==> src/common/rsf_params.svh <==
`ifndef RSF_PARAMS_SVH
`define RSF_PARAMS_SVH
// Functional notes
// Low-voltage reset sets flag bit 2
// Undefined voltage-select code sets bit 1
// Flags cleared only by software writing zero
// Flag bits 7 to 4 read zero
// Flash control write 55h resets device
// Running-mode watchdog timeout sets timeout flag
// Sleep/idle timeout clears only PC, SP
// Pin or LVR reset keeps timeout, power-down
// Timeout keeps POWER_DOWN_FLAG running; sets both sleeping
// Power-on clears timeout and power-down flags
// Power-on disables all interrupts
// Power-on clears watchdog, time base; counts
// Power-on switches timers off
// Power-on makes every port an input
// Power-on zeroes PC, stack at top
// Every reset clears program counter low
// Pointers cleared except sleep-mode timeout
// LVR sets only its flag; others keep
// Invalid reset-control value sets bit 3
// Reset-control not 55h/aah resets after delay
// Defined voltage codes; others reset, restore

// Register byte offsets
`define RSF_OFS_FLAGS 8'h00
`define RSF_OFS_RESET_FUNCTION_CONTROL 8'h04
`define RSF_OFS_VOLTAGE_SELECT_REGISTER 8'h08
`define RSF_OFS_FC1 8'h0c
`define RSF_OFS_STATUS 8'h10

// Field positions
`define RSF_BIT_WRF 0
`define RSF_BIT_LRF 1
`define RSF_BIT_LOW_VOLTAGE_RESET_FLAG 2
`define RSF_BIT_CTRL_REG_SW_RESET_FLAG 3
`define RSF_BIT_PDF 4
`define RSF_BIT_TO 5

// Reset values and codes
`define RSF_FLAGS_POR 4'h0
`define RSF_RESET_FUNCTION_CONTROL_POR 8'h55
`define RSF_RESET_FUNCTION_CONTROL_PIN 8'haa
`define RSF_VOLTAGE_SELECT_REGISTER_POR 8'h66
`define RSF_VOLTAGE_SELECT_REGISTER_C1 8'h55
`define RSF_VOLTAGE_SELECT_REGISTER_C2 8'h33
`define RSF_VOLTAGE_SELECT_REGISTER_C3 8'h99
`define RSF_VOLTAGE_SELECT_REGISTER_C4 8'haa
`define RSF_VOLTAGE_SELECT_REGISTER_OFF 8'hf0
`define RSF_FC1_TRIG 8'h55

// Delay before a corrupted control register resets the device
`define RSF_CLK_NS 10
`define RSF_SRESET_NS 100
`define RSF_SRESET_CYC ((`RSF_SRESET_NS + `RSF_CLK_NS - 1) / `RSF_CLK_NS)
`endif

==> src/common/rsf_pkg.sv <==
package rsf_pkg;
	typedef enum logic [1:0] {
		MODE_FAST = 2'b00,
		MODE_SLOW = 2'b01,
		MODE_IDLE = 2'b10,
		MODE_SLEEP = 2'b11
	} rsf_mode_type;

	typedef enum logic [2:0] {
		KIND_NONE = 3'b000,
		KIND_POR = 3'b001,
		KIND_PIN = 3'b010,
		KIND_LVR = 3'b011,
		KIND_WDT_RUN = 3'b100,
		KIND_WDT_SLEEP = 3'b101,
		KIND_SOFT = 3'b110
	} rsf_kind_type;

	typedef enum logic [1:0] {
		TMR_IDLE = 2'b00,
		TMR_WAIT = 2'b01
	} rsf_tmr_type;

	typedef struct packed {
		logic lvr_low;
		logic pin_low;
		logic wdt_timeout;
		logic wdt_ctrl_error;
		logic sleep_entry;
		logic clr_wdt;
	} rsf_event_type;

	typedef struct packed {
		logic pc_sp_clear;
		logic ptr_clear;
		logic int_disable;
		logic wdt_clear;
		logic timers_off;
		logic ports_input;
	} rsf_action_type;
endpackage : rsf_pkg

==> src/verilog/rsf_top.sv <==
`include "rsf_params.svh"

module rsf_top (
	input wire logic pclk,
	input wire logic presetn,
	input wire logic psel,
	input wire logic penable,
	input wire logic pwrite,
	input wire logic [7:0] paddr,
	input wire logic [31:0] pwdata,
	output logic [31:0] prdata,
	output logic pready,
	output logic pslverr,
	input wire rsf_pkg::rsf_mode_type op_mode,
	input wire rsf_pkg::rsf_event_type events,
	output rsf_pkg::rsf_action_type action,
	output rsf_pkg::rsf_kind_type reset_kind,
	output logic timeout_flag,
	output logic power_down_flag
);
	import rsf_pkg::*;

	localparam int SOFT_DLY = `RSF_SRESET_CYC;

	// ----------------------------------------------------------
	// Decode helpers
	// ----------------------------------------------------------
	function automatic logic voltage_select_register_valid(input logic [7:0] v);
		return v == `RSF_VOLTAGE_SELECT_REGISTER_POR || v == `RSF_VOLTAGE_SELECT_REGISTER_C1 ||
			v == `RSF_VOLTAGE_SELECT_REGISTER_C2 || v == `RSF_VOLTAGE_SELECT_REGISTER_C3 ||
			v == `RSF_VOLTAGE_SELECT_REGISTER_C4 || v == `RSF_VOLTAGE_SELECT_REGISTER_OFF;
	endfunction : voltage_select_register_valid

	function automatic logic reset_function_control_valid(input logic [7:0] v);
		return v == `RSF_RESET_FUNCTION_CONTROL_POR || v == `RSF_RESET_FUNCTION_CONTROL_PIN;
	endfunction : reset_function_control_valid

	// Every kind but KIND_NONE clears PC and SP; only the sleep timeout spares the rest
	function automatic rsf_action_type action_of(input rsf_kind_type k);
		rsf_action_type a;
		a = '0;
		unique case (k)
			KIND_NONE: a = '0;
			KIND_WDT_SLEEP: a.pc_sp_clear = 1'b1;
			KIND_POR, KIND_PIN, KIND_LVR, KIND_WDT_RUN, KIND_SOFT: begin
				a = '1;
			end
			default: a = '0;
		endcase
		return a;
	endfunction : action_of

	// ----------------------------------------------------------
	// State
	// ----------------------------------------------------------
	logic [3:0] flags;
	logic [7:0] reset_function_control;
	logic [7:0] voltage_select_register;
	logic por_pending;
	rsf_tmr_type tmr_state;
	logic [7:0] tmr_cnt;
	logic [7:0] wait_len;

	// ----------------------------------------------------------
	// APB decode
	// ----------------------------------------------------------
	wire apb_setup_done = psel & penable & ~pready;
	wire apb_commit = psel & penable & pready;
	wire wr_en = apb_commit & pwrite;
	wire sel_flags = paddr == `RSF_OFS_FLAGS;
	wire sel_reset_function_control = paddr == `RSF_OFS_RESET_FUNCTION_CONTROL;
	wire sel_voltage_select_register = paddr == `RSF_OFS_VOLTAGE_SELECT_REGISTER;
	wire sel_fc1 = paddr == `RSF_OFS_FC1;
	wire sel_status = paddr == `RSF_OFS_STATUS;
	wire mapped = sel_flags | sel_reset_function_control | sel_voltage_select_register | sel_fc1 | sel_status;
	wire wr_flags = wr_en & sel_flags;
	wire [7:0] status_val = {2'b00, timeout_flag, power_down_flag, 4'h0};
	wire [31:0] read_val = sel_flags ? {28'h0, flags} :
		sel_reset_function_control ? {24'h0, reset_function_control} :
		sel_voltage_select_register ? {24'h0, voltage_select_register} :
		sel_status ? {24'h0, status_val} : 32'h0;

	// ----------------------------------------------------------
	// Reset sources; next_kind ranks them highest priority first, flash trigger above LVR and pin
	// ----------------------------------------------------------
	wire run_mode = op_mode == MODE_FAST || op_mode == MODE_SLOW;
	// Detector is off in idle or sleep mode or when software disabled it
	wire lvr_hit = events.lvr_low & run_mode & (voltage_select_register != `RSF_VOLTAGE_SELECT_REGISTER_OFF);
	wire pin_hit = events.pin_low & (reset_function_control == `RSF_RESET_FUNCTION_CONTROL_PIN);
	wire fc1_hit = wr_en & sel_fc1 & (pwdata[7:0] == `RSF_FC1_TRIG);
	wire reset_function_control_bad = ~reset_function_control_valid(reset_function_control);
	wire voltage_select_register_bad = ~voltage_select_register_valid(voltage_select_register);
	wire any_bad = reset_function_control_bad | voltage_select_register_bad;
	wire soft_fire = tmr_state == TMR_WAIT && tmr_cnt == 8'h00 && any_bad;
	wire wdt_run_hit = events.wdt_timeout & run_mode;
	wire wdt_sleep_hit = events.wdt_timeout & ~run_mode;

	wire rsf_kind_type next_kind = por_pending ? KIND_POR :
		fc1_hit ? KIND_SOFT :
		lvr_hit ? KIND_LVR :
		pin_hit ? KIND_PIN :
		(soft_fire | events.wdt_ctrl_error) ? KIND_SOFT :
		wdt_run_hit ? KIND_WDT_RUN :
		wdt_sleep_hit ? KIND_WDT_SLEEP : KIND_NONE;
	wire full_now = next_kind != KIND_NONE && next_kind != KIND_WDT_SLEEP;
	// The supply level survives its own reset, so LVR keeps it
	wire voltage_select_register_restore = full_now && next_kind != KIND_LVR;

	// ----------------------------------------------------------
	// Next values
	// ----------------------------------------------------------
	wire [3:0] flags_sw = wr_flags ? pwdata[3:0] : flags;
	wire [3:0] flags_hw = {soft_fire & reset_function_control_bad,
		next_kind == KIND_LVR,
		soft_fire & voltage_select_register_bad,
		events.wdt_ctrl_error};
	// Hardware set beats a simultaneous software clear
	wire [3:0] next_flags = flags_sw | flags_hw;
	wire [7:0] next_reset_function_control = full_now ? `RSF_RESET_FUNCTION_CONTROL_POR :
		(wr_en & sel_reset_function_control) ? pwdata[7:0] : reset_function_control;
	wire [7:0] next_voltage_select_register = voltage_select_register_restore ? `RSF_VOLTAGE_SELECT_REGISTER_POR :
		(wr_en & sel_voltage_select_register) ? pwdata[7:0] : voltage_select_register;
	wire to_set = next_kind == KIND_WDT_RUN ||
		next_kind == KIND_WDT_SLEEP;
	wire pdf_set = next_kind == KIND_WDT_SLEEP ||
		events.sleep_entry;
	// Pin, LVR and soft kinds fall through and keep both bits
	wire next_to = to_set | (timeout_flag & ~events.clr_wdt);
	wire next_pdf = pdf_set | (power_down_flag & ~events.clr_wdt);

	// ----------------------------------------------------------
	// Bus slave: one wait state, data and error registered
	// ----------------------------------------------------------
	always_ff @(posedge pclk or negedge presetn) begin
		if (!presetn) begin
			pready <= 1'b0;
			prdata <= 32'h0;
			pslverr <= 1'b0;
		end else begin
			pready <= apb_setup_done;
			prdata <= apb_setup_done ? read_val : 32'h0;
			pslverr <= apb_setup_done & ~mapped;
		end
	end

	// ----------------------------------------------------------
	// Registers and flags
	// ----------------------------------------------------------
	always_ff @(posedge pclk or negedge presetn) begin
		if (!presetn) begin
			flags <= `RSF_FLAGS_POR;
			reset_function_control <= `RSF_RESET_FUNCTION_CONTROL_POR;
			voltage_select_register <= `RSF_VOLTAGE_SELECT_REGISTER_POR;
			timeout_flag <= 1'b0;
			power_down_flag <= 1'b0;
		end else begin
			flags <= next_flags;
			reset_function_control <= next_reset_function_control;
			voltage_select_register <= next_voltage_select_register;
			timeout_flag <= next_to;
			power_down_flag <= next_pdf;
		end
	end

	// ----------------------------------------------------------
	// Reset outputs
	// ----------------------------------------------------------
	// Power-on effects fire once, on the first edge after release
	always_ff @(posedge pclk or negedge presetn) begin
		if (!presetn) begin
			por_pending <= 1'b1;
			reset_kind <= KIND_NONE;
			action <= '0;
		end else begin
			por_pending <= 1'b0;
			reset_kind <= next_kind;
			action <= action_of(next_kind);
		end
	end

	// ----------------------------------------------------------
	// Corruption delay timer
	// ----------------------------------------------------------
	// A value corrected before the delay ends cancels the reset
	always_ff @(posedge pclk or negedge presetn) begin
		if (!presetn) begin
			tmr_state <= TMR_IDLE;
			tmr_cnt <= 8'h00;
		end else begin
			unique case (tmr_state)
				TMR_IDLE: begin
					if (any_bad && !full_now) begin
						tmr_state <= TMR_WAIT;
						tmr_cnt <= 8'(SOFT_DLY - 1);
					end
				end
				TMR_WAIT: begin
					if (!any_bad || full_now || tmr_cnt == 8'h00) begin
						tmr_state <= TMR_IDLE;
					end else begin
						tmr_cnt <= tmr_cnt - 8'h01;
					end
				end
			endcase
		end
	end

	// Helper for checks: cycles spent waiting
	always_ff @(posedge pclk or negedge presetn) begin
		if (!presetn) begin
			wait_len <= 8'h00;
		end else begin
			wait_len <= (tmr_state == TMR_WAIT) ? wait_len + 8'h01 : 8'h00;
		end
	end
endmodule : rsf_top

==> config.mk <==
export PLATFORM = sky130hd
export DESIGN_NAME = rsf_top
export DESIGN_NICKNAME = d
export VERILOG_FILES = /design/src/common/rsf_pkg.sv /design/src/verilog/rsf_top.sv
export VERILOG_INCLUDE_DIRS = /design/src /design/src/common
export SDC_FILE = /design/constraint.sdc
export NUM_CORES = 1
export LEC_CHECK = 0
export BUFFER_PORTS_ARGS = -buffer_cell sky130_fd_sc_hd__buf_2
export CAP_MARGIN = 20
export CORE_MARGIN = 8
export CORE_UTILIZATION = 40
export DETAILED_ROUTE_END_ITERATION = 10
export PLACE_DENSITY = 0.71
export SYNTH_ARGS = -nofsm -noshare
export SYNTH_HDL_FRONTEND = slang
export SYNTH_SLANG_ARGS = --single-unit
==> constraint.sdc <==
create_clock -name pclk -period 2.2 [get_ports pclk]
set_clock_uncertainty 0.15 [all_clocks]
set_input_delay 0.44 -clock pclk [delete_from_list [all_inputs] [get_ports pclk]]
set_output_delay 0.44 -clock pclk [all_outputs]
set_load 0.1 [all_outputs]
==> metrics.csv <==
stage,metric,value,unit
status,status,"complete, but fails checks",
status,violations,setup timing,
timing,timing.fmax,403,MHz
floorplan,die_h,96.3,um
drt,routed_via_density,5.33,
timing,finalCritPeriodShare,113,%
setup_path,critPathKind,reg -> reg,
timing,rsz0062_at_grt,yes,
worst_hold_path,hold_class,in -> async,
timing,fin_ws,-0.278,ns
cts,cts_hold_buffers,0,
logic_synthesis,yosys-top-cells-count,"dfrtp_1 (38), nand2_1 (34), buf_4 (28)",
cts,clk_pin_slew,0.09,ns
power,leakage,1.68,nW
timing,hold_viol_final,0,
drt,drtPass1Iterations,4,
timing,tightest_slew,0.755,ns
timing,maxSlewViolCount,0,
logic_synthesis,synth_edf_count,0,
final_layout,drive_gt1_share,43.2,%
drt,wl,7480,um
logic_synthesis,postSynthAreaPerCell,9.41,sq um
logic_synthesis,yosys_register_bits,47,
place,place_congestion,0.915,
cts,cts_tree,done,
global_routing,grt_max_degree,31,
logic_synthesis,ys_warn_count,0,
power,cellPowerDensity,551,mW/mm^2
cts,numClockSinks,47,
power,peakVddDrop,290,uV
setup_path,cp.arrival,2.52,ns
place,dp_hpwl,5430,um
setup_path,cp-end-kind,flop,
place,dp_cells,437,
power,power,0.00194,W
floorplan,ios,98,
drt,num_vias,2410,
floorplan,placementRows,29,
drt,drtAntennaViolNets,0,
cts,insertion_delay,0.30,ns
final_layout,diodes,0,
final_layout,areaGrowthSynthToFinish,36.8,%
logic_synthesis,synth_area,0.00258,sq mm
cts,h-tree-depth,2,
drt,drc_errors,0,
place,port_buffers,48,
logic_synthesis,yosys.area.top_type_share,36.9,%
floorplan,core,0.00628,sq mm
floorplan,die-area,0.00927,sq mm
floorplan,start_util,41.1,%
drt,drt-initial-drc-count,161,
logic_synthesis,yosys.area.top_type,dfrtp_1,
final_layout,finalNonFillerCells,452,
timing,setup_viol,31,
global_routing,antenna_found_initial,0,
timing,relSlewSlack,49.2,%
logic_synthesis,synthTopCellsByArea,"dfrtp_1 (37%), dfstp_2 (9.2%), buf_4 (8.2%), nand2_1 (4.9%), nor4bb_1 (4.7%)",
global_routing,grt_pass1_wl,10900,um
setup_path,cp_max_fo,6,
global_routing,grt_pass1_vias,2339,
global_routing,gr-total-overflow,0,
logic_synthesis,ys_seq_area_share,46.0,%
logic_synthesis,synth.most_common_cell,dfrtp_1,
drt,wl_per_cell,16.5,um
logic_synthesis,synthArstFlopShare,100,%
setup_path,startpoint_type,flop,
setup_path,critPathRequiredTime,2.24,ns
cts,cts-root-buf,clkbuf_8,
logic_synthesis,synth-main-ff-cell,dfrtp_1,
logic_synthesis,yosysUniqueCellTypes,49,
cts,clock_path_buffers,2,
logic_synthesis,netlist_instances,274,
timing,period_minus_slack,2.48,ns
global_routing,track_usage,15.3,%
final_layout,fin_nets,428,
cts,cts_buffers,5,
floorplan,die_width,96.3,um
run,cap_violations,0,
[stage by stage]
step | TNS [ns] | setup WS (ns) | cell area (sq um) | util [%] | hold slack (ns)
final | -5.23 | -0.278 | 3530 | 56.2 | 0.0206
after global routing | -5.95 | -0.301 | 3530 | 56.2 | 0.0608
after CTS | -5.50 | -0.234 | 3330 | 53.1 | 0.0336
after global placement | -15.82 | -0.560 | 3140 | 50.0 | 0.325
after floorplan | -9.25 | -0.433 | 2680 | - | -0.00559
after detailed placement | -16.40 | -0.595 | 3140 | 50.0 | 0.343
[power by group]
| part | total, W | internal [W] | switching [W] | leakage, nW |
|---|---|---|---|---|
| combinational | 0.000474 | 0.0000928 | 0.000381 | 1.05 |
| sequential | 0.000890 | 0.000879 | 0.0000119 | 0.574 |
| clock | 0.000579 | 0.000286 | 0.000292 | 0.0505 |
[registers in the layout, indices dropped and copies added, names as in the netlist, 2 cells and up]
| signal | cells |
|---|---|
| action | 2 |
| flags | 4 |
| prdata | 8 |
| reset_function_control | 8 |
| reset_kind | 3 |
| tmr_cnt | 8 |
| voltage_select_register | 8 |
[cells by family (layout without fill, tap and decap cells)]
| kind of cell | Yosys count | count (layout) | share of synthesized area [%] |
|---|---|---|---|
| AOI/OAI and AO/OA | 54 | 54 | 14.0 |
| adders and majority gates | 1 | 1 | 0.485 |
| buffers and inverters | 47 | 124 | 11.3 |
| DFF | 47 | 47 | 46.0 |
| muxes | 7 | 7 | 2.72 |
| other | 1 | 25 | 0.145 |
| and+or+nand+nor | 117 | 117 | 25.3 |
[worst max-delay path, stage by stage, from the launching register on]
cell and delay (ns):
dfrtp_1 0.41, nor4bb_1 0.50, a22o_1 0.26, a21boi_2 0.21, buf_4 0.16, and4b_2 0.26
and2_4 0.19, a22o_1 0.22
[area by class of cell]
| class | count | area, sq um |
|---|---|---|
| fillers | 541 | 2750 |
| multi-input cells | 204 | 1410 |
| flip-flops and latches | 47 | 1190 |
| repair buffers | 104 | 682 |
| clock buffers | 7 | 96.3 |
| well taps | 77 | 96.3 |
| inverters | 12 | 47.5 |
| clock inverters | 1 | 7.51 |
[metal layers]
metal / up-vias / global-route usage (%) / wire length (um)
li1: 1119 / - / -
met1: 1184 / 18.2 / 3050
met2: 90 / 26.2 / 3690
met3: 17 / 2.65 / 522
met4: 0 / 7.69 / 218
met5: - / 0 / 0
[what timing repair did]
action	CTS	global route
resized for setup	27	31
gates cloned	0	1
pin swaps	14	9
endpoints found under the setup margin	32	35
setup buffers	3	3
[layout by cell type, fill, tap and decap left out, types with 7 or more instances in the layout]
master    netlist  layout
conb_1          1      25
buf_4          28      52
nand3_1        20      15
nand2_1        34      28
dfrtp_1        38      38
dfstp_2         9       9
nor2b_1         9       9
nor2_1         17      17
inv_1          11      11
mux2i_1         7       7
clkbuf_8        0       7
a21oi_1        15       9
buf_2           1      47
[worst paths after layout]
| check | startpoint | endpoint | slack [ns] | cells after the start |
|---|---|---|---|---|
| max in group asynchronous | presetn | prdata[4] | 1.28 | 2 |
| setup reg to reg | reset_function_control[7] | tmr_cnt[4] | -0.28 | 7 |
| min in group pclk | events[1] | power_down_flag | 0.18 | 3 |
| hold / removal | presetn | voltage_select_register[0] | 0.02 | 1 |
| setup / recovery | reset_function_control[7] | tmr_cnt[4] | -0.28 | 7 |
| hold reg to reg | reset_function_control[4] | reset_function_control[4] | 0.37 | 2 |
Note: power is estimated with default switching activity, not from simulation.
